$ cat src/design/bpe_pkg.sv
// Package holding register map, field widths and reset values for the buck pin and DVS block
package bpe_pkg;

   localparam int unsigned BPE_ADDR_W    = 8;
   localparam int unsigned BPE_DATA_W    = 8;
   localparam int unsigned BPE_CODE_W    = 6;
   localparam int unsigned BPE_CFG_W     = 5;
   localparam int unsigned BPE_PIN_N     = 6;
   localparam int unsigned BPE_SEQ_W     = 3;
   localparam int unsigned BPE_EN_W      = 2;
   localparam int unsigned BPE_ALT_N     = 4;

   localparam logic [7:0] BPE_OFS_PIN_SELECT   = 8'h39;
   localparam logic [7:0] BPE_OFS_DVS_CONFIG   = 8'h3A;
   localparam logic [7:0] BPE_OFS_ALT_VOLT_0   = 8'h3B;
   localparam logic [7:0] BPE_OFS_ALT_VOLT_1   = 8'h3C;
   localparam logic [7:0] BPE_OFS_ALT_VOLT_2   = 8'h3D;
   localparam logic [7:0] BPE_OFS_ALT_VOLT_3   = 8'h3E;
   localparam logic [7:0] BPE_OFS_READBACK     = 8'h3F;

   localparam logic [5:0] BPE_RST_PIN_SELECT   = 6'h00;
   localparam logic [4:0] BPE_RST_DVS_CONFIG   = 5'h00;
   localparam logic [5:0] BPE_RST_ALT_VOLT     = 6'h00;
   localparam logic [5:0] BPE_RST_READBACK     = 6'h00;
   localparam logic [7:0] BPE_RST_RDATA        = 8'h00;

   localparam logic [2:0] BPE_SEQ_BY_ENABLE    = 3'h7;
   localparam logic [1:0] BPE_EN_BY_PINS       = 2'h2;

endpackage : bpe_pkg

$ cat src/design/bpe_buck_ctrl.sv
// Register bank, pin enable and alternate voltage selection for one buck regulator
`timescale 1ns/1ps
module bpe_buck_ctrl
   import bpe_pkg::*;
(
   input  wire logic                   mclk,
   input  wire logic                   rst,
   input  wire logic [BPE_ADDR_W-1:0]  reg_addr,
   input  wire logic [BPE_DATA_W-1:0]  reg_wdata,
   input  wire logic                   reg_wr,
   input  wire logic                   reg_rd,
   output logic      [BPE_DATA_W-1:0]  reg_rdata,
   output logic                        reg_ack,
   input  wire logic [BPE_PIN_N-1:0]   multipurpose_control_pin,
   input  wire logic [1:0]             dvs_pin_state,
   input  wire logic [BPE_SEQ_W-1:0]   regulator_sequence_field,
   input  wire logic [BPE_EN_W-1:0]    regulator_enable_field,
   input  wire logic [BPE_CODE_W-1:0]  serial_voltage_code,
   output logic                        pin_control_active,
   output logic                        regulator_pin_enable,
   output logic      [BPE_CODE_W-1:0]  target_voltage_code,
   output logic      [BPE_CFG_W-1:0]   dvs_config_field
);

   logic [BPE_PIN_N-1:0]  pin_enable_select;
   logic [BPE_CODE_W-1:0] alt_voltage_code [BPE_ALT_N];
   logic [BPE_ALT_N-1:0]  alt_wr;
   logic                  pin_sel_wr;
   logic                  cfg_wr;
   logic                  gate_active;
   logic                  gate_enable;

   logic [BPE_CODE_W-1:0] readback_reg;
   logic [BPE_CODE_W-1:0] readback_next;
   logic [BPE_DATA_W-1:0] rdata_reg;
   logic [BPE_DATA_W-1:0] rdata_next;
   logic                  ack_reg;
   logic                  ack_next;
   logic                  active_reg;
   logic                  active_next;
   logic                  pin_en_reg;
   logic                  pin_en_next;
   logic [BPE_CODE_W-1:0] target_reg;
   logic [BPE_CODE_W-1:0] target_next;

   // Write strobes; a simultaneous read and write is taken as a write
   assign pin_sel_wr = reg_wr && (reg_addr == BPE_OFS_PIN_SELECT);
   assign cfg_wr     = reg_wr && (reg_addr == BPE_OFS_DVS_CONFIG);
   assign alt_wr[0]  = reg_wr && (reg_addr == BPE_OFS_ALT_VOLT_0);
   assign alt_wr[1]  = reg_wr && (reg_addr == BPE_OFS_ALT_VOLT_1);
   assign alt_wr[2]  = reg_wr && (reg_addr == BPE_OFS_ALT_VOLT_2);
   assign alt_wr[3]  = reg_wr && (reg_addr == BPE_OFS_ALT_VOLT_3);

   // Only the low field bits are stored, so upper bits can never hold a value
   bpe_field_reg #(
      .W         (BPE_PIN_N),
      .RST_VALUE (BPE_RST_PIN_SELECT)
   ) u_pin_select (
      .mclk  (mclk),
      .rst   (rst),
      .wr_en (pin_sel_wr),
      .wdata (reg_wdata[BPE_PIN_N-1:0]),
      .q     (pin_enable_select)
   );

   bpe_field_reg #(
      .W         (BPE_CFG_W),
      .RST_VALUE (BPE_RST_DVS_CONFIG)
   ) u_dvs_config (
      .mclk  (mclk),
      .rst   (rst),
      .wr_en (cfg_wr),
      .wdata (reg_wdata[BPE_CFG_W-1:0]),
      .q     (dvs_config_field)
   );

   generate
      for (genvar i = 0; i < BPE_ALT_N; i++)
      begin : g_alt
         bpe_field_reg #(
            .W         (BPE_CODE_W),
            .RST_VALUE (BPE_RST_ALT_VOLT)
         ) u_alt (
            .mclk  (mclk),
            .rst   (rst),
            .wr_en (alt_wr[i]),
            .wdata (reg_wdata[BPE_CODE_W-1:0]),
            .q     (alt_voltage_code[i])
         );
      end
   endgenerate

   bpe_pin_enable u_pin_enable (
      .pin_select (pin_enable_select),
      .pin_level  (multipurpose_control_pin),
      .seq_field  (regulator_sequence_field),
      .en_field   (regulator_enable_field),
      .active     (gate_active),
      .enable     (gate_enable)
   );

   always_comb
   begin
      active_next   = gate_active;
      pin_en_next   = gate_enable;
      readback_next = serial_voltage_code;
      target_next   = alt_voltage_code[0];
      unique case (dvs_pin_state)
         2'h0: target_next = alt_voltage_code[0];
         2'h1: target_next = alt_voltage_code[1];
         2'h2: target_next = alt_voltage_code[2];
         2'h3: target_next = alt_voltage_code[3];
      endcase
   end

   // Read data held until the next read so a slow host can sample it late
   always_comb
   begin
      ack_next   = reg_wr || reg_rd;
      rdata_next = rdata_reg;
      if (reg_rd && !reg_wr)
      begin
         rdata_next = BPE_RST_RDATA;
         unique case (reg_addr)
            BPE_OFS_PIN_SELECT: rdata_next[BPE_PIN_N-1:0]  = pin_enable_select;
            BPE_OFS_DVS_CONFIG: rdata_next[BPE_CFG_W-1:0]  = dvs_config_field;
            BPE_OFS_ALT_VOLT_0: rdata_next[BPE_CODE_W-1:0] = alt_voltage_code[0];
            BPE_OFS_ALT_VOLT_1: rdata_next[BPE_CODE_W-1:0] = alt_voltage_code[1];
            BPE_OFS_ALT_VOLT_2: rdata_next[BPE_CODE_W-1:0] = alt_voltage_code[2];
            BPE_OFS_ALT_VOLT_3: rdata_next[BPE_CODE_W-1:0] = alt_voltage_code[3];
            BPE_OFS_READBACK:   rdata_next[BPE_CODE_W-1:0] = readback_reg;
            default:            rdata_next = BPE_RST_RDATA;
         endcase
      end
   end

   always_ff @(posedge mclk or posedge rst)
   begin
      if (rst)
      begin
         readback_reg <= BPE_RST_READBACK;
         rdata_reg    <= BPE_RST_RDATA;
         ack_reg      <= 1'b0;
         active_reg   <= 1'b0;
         pin_en_reg   <= 1'b0;
         target_reg   <= BPE_RST_ALT_VOLT;
      end
      else
      begin
         readback_reg <= readback_next;
         rdata_reg    <= rdata_next;
         ack_reg      <= ack_next;
         active_reg   <= active_next;
         pin_en_reg   <= pin_en_next;
         target_reg   <= target_next;
      end
   end

   assign reg_rdata            = rdata_reg;
   assign reg_ack              = ack_reg;
   assign pin_control_active   = active_reg;
   assign regulator_pin_enable = pin_en_reg;
   assign target_voltage_code  = target_reg;

endmodule : bpe_buck_ctrl

$ cat src/design/bpe_field_reg.sv
// Writable register field of parameterised width with constant reset value
`timescale 1ns/1ps
module bpe_field_reg #(
   parameter int unsigned    W         = 6,
   parameter logic [W-1:0]   RST_VALUE = '0
) (
   input  wire logic         mclk,
   input  wire logic         rst,
   input  wire logic         wr_en,
   input  wire logic [W-1:0] wdata,
   output logic      [W-1:0] q
);

   logic [W-1:0] q_reg;
   logic [W-1:0] q_next;

   always_comb
   begin
      q_next = q_reg;
      if (wr_en)
      begin
         q_next = wdata;
      end
   end

   always_ff @(posedge mclk or posedge rst)
   begin
      if (rst)
      begin
         q_reg <= RST_VALUE;
      end
      else
      begin
         q_reg <= q_next;
      end
   end

   assign q = q_reg;

endmodule : bpe_field_reg

$ cat src/design/bpe_pin_enable.sv
// Gated OR of the selected multipurpose control pins
`timescale 1ns/1ps
module bpe_pin_enable
   import bpe_pkg::*;
(
   input  wire logic [BPE_PIN_N-1:0] pin_select,
   input  wire logic [BPE_PIN_N-1:0] pin_level,
   input  wire logic [BPE_SEQ_W-1:0] seq_field,
   input  wire logic [BPE_EN_W-1:0]  en_field,
   output logic                      active,
   output logic                      enable
);

   // Pin selections only count in the pin-controlled mode
   assign active = (seq_field == BPE_SEQ_BY_ENABLE) && (en_field == BPE_EN_BY_PINS);
   // A zero select bit masks its pin out of the OR
   assign enable = active && (|(pin_select & pin_level));

endmodule : bpe_pin_enable

$ cat config.mk
export PLATFORM = sky130hd
export DESIGN_NAME = bpe_buck_ctrl
export DESIGN_NICKNAME = d
export VERILOG_FILES = /design/src/design/bpe_pkg.sv /design/src/design/bpe_buck_ctrl.sv /design/src/design/bpe_field_reg.sv /design/src/design/bpe_pin_enable.sv
export SDC_FILE = /design/constraint.sdc
export NUM_CORES = 1
export LEC_CHECK = 0
export ABC_AREA = 1
export BUFFER_PORTS_ARGS = -buffer_cell sky130_fd_sc_hd__buf_2
export CORE_MARGIN = 2
export CORE_UTILIZATION = 30
export CTS_BUF_LIST = sky130_fd_sc_hd__clkbuf_2 sky130_fd_sc_hd__clkbuf_4 sky130_fd_sc_hd__clkbuf_8
export CTS_CLUSTER_DIAMETER = 40
export DETAILED_ROUTE_END_ITERATION = 10
export GPL_TIMING_DRIVEN = 0
export SLEW_MARGIN = 20
export SYNTH_ARGS = -nofsm -noshare
export SYNTH_HDL_FRONTEND = slang
export SYNTH_HIERARCHICAL = 1
export SYNTH_SLANG_ARGS = --single-unit
$ cat constraint.sdc
create_clock -name mclk -period 1.56 [get_ports mclk]
set_input_delay 0.234 -clock mclk [delete_from_list [all_inputs] [get_ports mclk]]
set_output_delay 0.234 -clock mclk [all_outputs]
set_load 0.005 [all_outputs]
==> results by group <==
Pwr
  – LEAKAGE: 1.87 nW
  – PwrDens: 809 mW/mm^2
  – VDD IR max: 0.326 mV

Critical path
  – Worst Reg-to-Reg Cells: 6
  – CP arrival: around 1.6 ns
  – Critical Path Source Type: input pin
  – Critical path type: input pin to flop
  – RR Endpoint: reg_rdata[2]
  – CP Capture Type: flop
  – Req. time, crit path: 1.76 ns
  – R2R setup slack: roughly 0.54 ns
  – Worst setup startpoint: reg_addr[6]
  – Reg-to-reg startpoint: g_alt[0].u_alt/q[2]
  – Max incr delay on CP: 0.37 ns
  – Crit path cell chain: buf_2 -> inv_1 -> nand2_1 -> nor2_4 -> buf_4 -> nand2_1 -> nor2_1 -> inv_2 -> nand2_1 -> nand2_1
  – Critical Path End: g_alt[0].u_alt/q[3]
  – Worst path slowest cell: nor2_1
  – Max FO, Critical Path: 10
  – Most common cell on crit path: nand2_1

Yosys
  – Yosys reg bits: 56
  – Synth Warn #: 6
  – Compound-Gate Fraction of Synth Area: less than 1%
  – Avg Cell Area, Syn: around 7.4 um^2
  – Largest family of logic cells by synthesized area: simple AND/OR/NAND/NOR gates
  – Post-synthesis mux area share: 0%
  – Post-synthesis sequential area ratio: 51.2%
  – Simple-Gate Fraction of Synth Area: a little over two fifths
  – Adder-Cell Fraction of Synth Area: 0%
  – Netlist Area Pre-Place: approximately 0.0027 mm^2
  – Cell variety after synth: 15
  – XOR/XNOR Fraction of Synth Area: 0%
  – Post-synthesis cell count: 370

Layout
  – ANT cells: 0
  – Max reg flops: 24
  – Area growth, synth to finish: 19.1%
  – Fin util: 37.0%
  – Layout cells sized above 1: 21.6%
  – Post-route cell area: roughly 0.0033 mm^2
  – FILL cells: 951
  – Final net count: 474

Timing
  – Slew margin rel.: 44.1%
  – Setup violators final: 0
  – Slew Limit Fails: 0
  – Worst-Margin Slew: 0.837 ns
  – Final Skew: 0.00693 ns
  – Max Freq: between 700 and 800 MHz
  – Final Hold Viols: 0
  – Post-route clock period utilization: 86.9%
  – Unrepaired setup endpoints after global routing: no
  – Final worst path period need: 1.36 ns
  – Hold_ws: around 0.032 ns

Detailed routing
  – DRC: 0
  – WL per Instance: 13.2 um
  – WL final: slightly above 7000 um
  – Via count: approximately 2,500
  – Vias/cell: 4.50
  – DRT antenna net count: 0
  – Pre-antenna DRT Iters: 4
  – Iter 0 DRT Violations: 163

GRT
  – Total GRT Usage: 14.9%
  – First-pass GRT wire length: 11,400 um
  – Largest net degree at the start of global routing: 22
  – Initial antenna violation count: 0
  – Remaining global-route overflow: 0
  – Vias in the first global route: between 2,000 and 2,500

Placed design
  – GP Congestion: 0.913
  – DP HPWL: 5660 um
  – Port Buffers: 56
  – Placed Instance Area: 0.00316 mm^2

Die
  – Chip Width: 99.5 um
  – DIE AREA: 0.00991 mm^2
  – Core box area: 0.00881 mm^2
  – Rows: 34
  – Starting Density: 31.1%
  – I/O pin count: 61
  – Die H: about 100 um

Flow run
  – Max-cap viol count: 0

Clocking
  – CTS max path bufs: 2
  – Post-CTS setup buffers: 0
  – CTS tree: done
  – Root buffer cell: clkbuf_8
  – Num CTS Buffers: 5
  – Sinks on the clock net: 56
  – Worst-path clk slew: roughly 0.1 ns
  – H-tree depth: 2
  – Clk Latency, worst-skew pair: 0.30 ns

Status
  – Status: complete, no violations

Worst hold path
  – Tightest Hold Check Type: input pin to flop
-- worst min path at each step --
stage,endpoint,depth (start not counted),startpoint,slack (ns)
after global placement,u_dvs_config/q[2],2,rst,0.23
after detailed placement,u_dvs_config/q[2],2,rst,0.24
after floorplan,u_dvs_config/q[0],1,rst,0.01
after CTS,readback_reg[5],1,serial_voltage_code[5],0.02
final,readback_reg[5],1,serial_voltage_code[5],0.03
after global routing,readback_reg[5],1,serial_voltage_code[5],0.01
-- cell families (layout without fill, tap and decap cells) --
| family | Yosys count | in the layout |
|---|---|---|
| buffers and inverters | 37 | 102 |
| other | 1 | 2 |
| flip-flops | 56 | 56 |
| AND/OR/NAND/NOR | 274 | 274 |
| AO/OA/AOI/OAI | 2 | 2 |
-- placed cells by master, fill, tap and decap left out --
master	netlist	final
a21oi_1	1	1
a21oi_2	1	1
buf_2	0	56
buf_4	6	6
clkbuf_8	0	6
clkinv_2	0	2
conb_1	1	2
dfrtp_1	56	56
dlygate4sd3_1	0	1
inv_1	23	23
inv_2	8	8
nand2_1	189	189
nand2_2	4	4
nand3_1	36	36
nand3_2	1	1
nand4_1	6	6
nor2_1	29	28
nor2_2	3	4
nor2_4	6	6
-- metal layers --
metal	vias up	track usage (%)	routed length [um]
met3	8	3.23	358
met1	1112	19.8	3310
met4	0	5.06	136
met5	-	0	0
li1	1260	-	-
met2	70	24.1	3380
-- worst max-delay path, delay by kind of cell --
family,cells,cell delay (ns)
buf+inv,4,0.46
simple gates,6,0.85
-- final cells by class --
cell class | instances | area (um^2) | share of cell area, %
Buffer | 6 | 45.0 | 1.38
Multi-Input combinational cell | 278 | 1180 | 36.2
Timing Repair Buffer | 57 | 290 | 8.90
Inverter | 31 | 116 | 3.57
Tap cell | 108 | 135 | 4.14
Sequential cell | 56 | 1400 | 43.0
Clock inverter | 2 | 10.0 | 0.307
Clock buffer | 6 | 82.6 | 2.53
-- power breakdown --
part / total, mW / internal (mW) / switching, mW
combinational: 0.266 / 0.0946 / 0.171
clock: 0.810 / 0.356 / 0.455
sequential: 1.56 / 1.51 / 0.0467
total: 2.64 / 1.96 / 0.673
-- synthesized netlist by cell type --
cell type	instances	area, um^2
buf_4	6	45.0
nand3_1	36	180
dfrtp_1	56	1400
nor2_4	6	67.6
nand2_1	189	709
inv_2	8	30.0
nor2_2	3	18.8
inv_1	23	86.3
a21oi_2	1	8.76
nand4_1	6	37.5
nor2_1	29	109
conb_1	1	3.75
nand2_2	4	25.0
nand3_2	1	10.0
a21oi_1	1	5.00
-- stage by stage --
stage	TNS (ns)	setup WS, ns	power [mW]	instances
3_3_place_gp	-1.55	-0.102	1.85	535
4_1_cts	0	0.139	2.68	544
5_1_grt	0	0.0476	2.78	544
6_report	0	0.204	2.64	544
3_5_place_dp	-2.57	-0.183	1.86	535
2_1_floorplan	0	0.271	1.71	371
-- what timing repair did --
item,4_1_cts,5_1_grt
endpoints found under the setup margin,0,2
hold buffers,1,0
gates resized for setup,0,1
endpoints found under the hold margin,35,0
(Power assumes the default switching activity.)
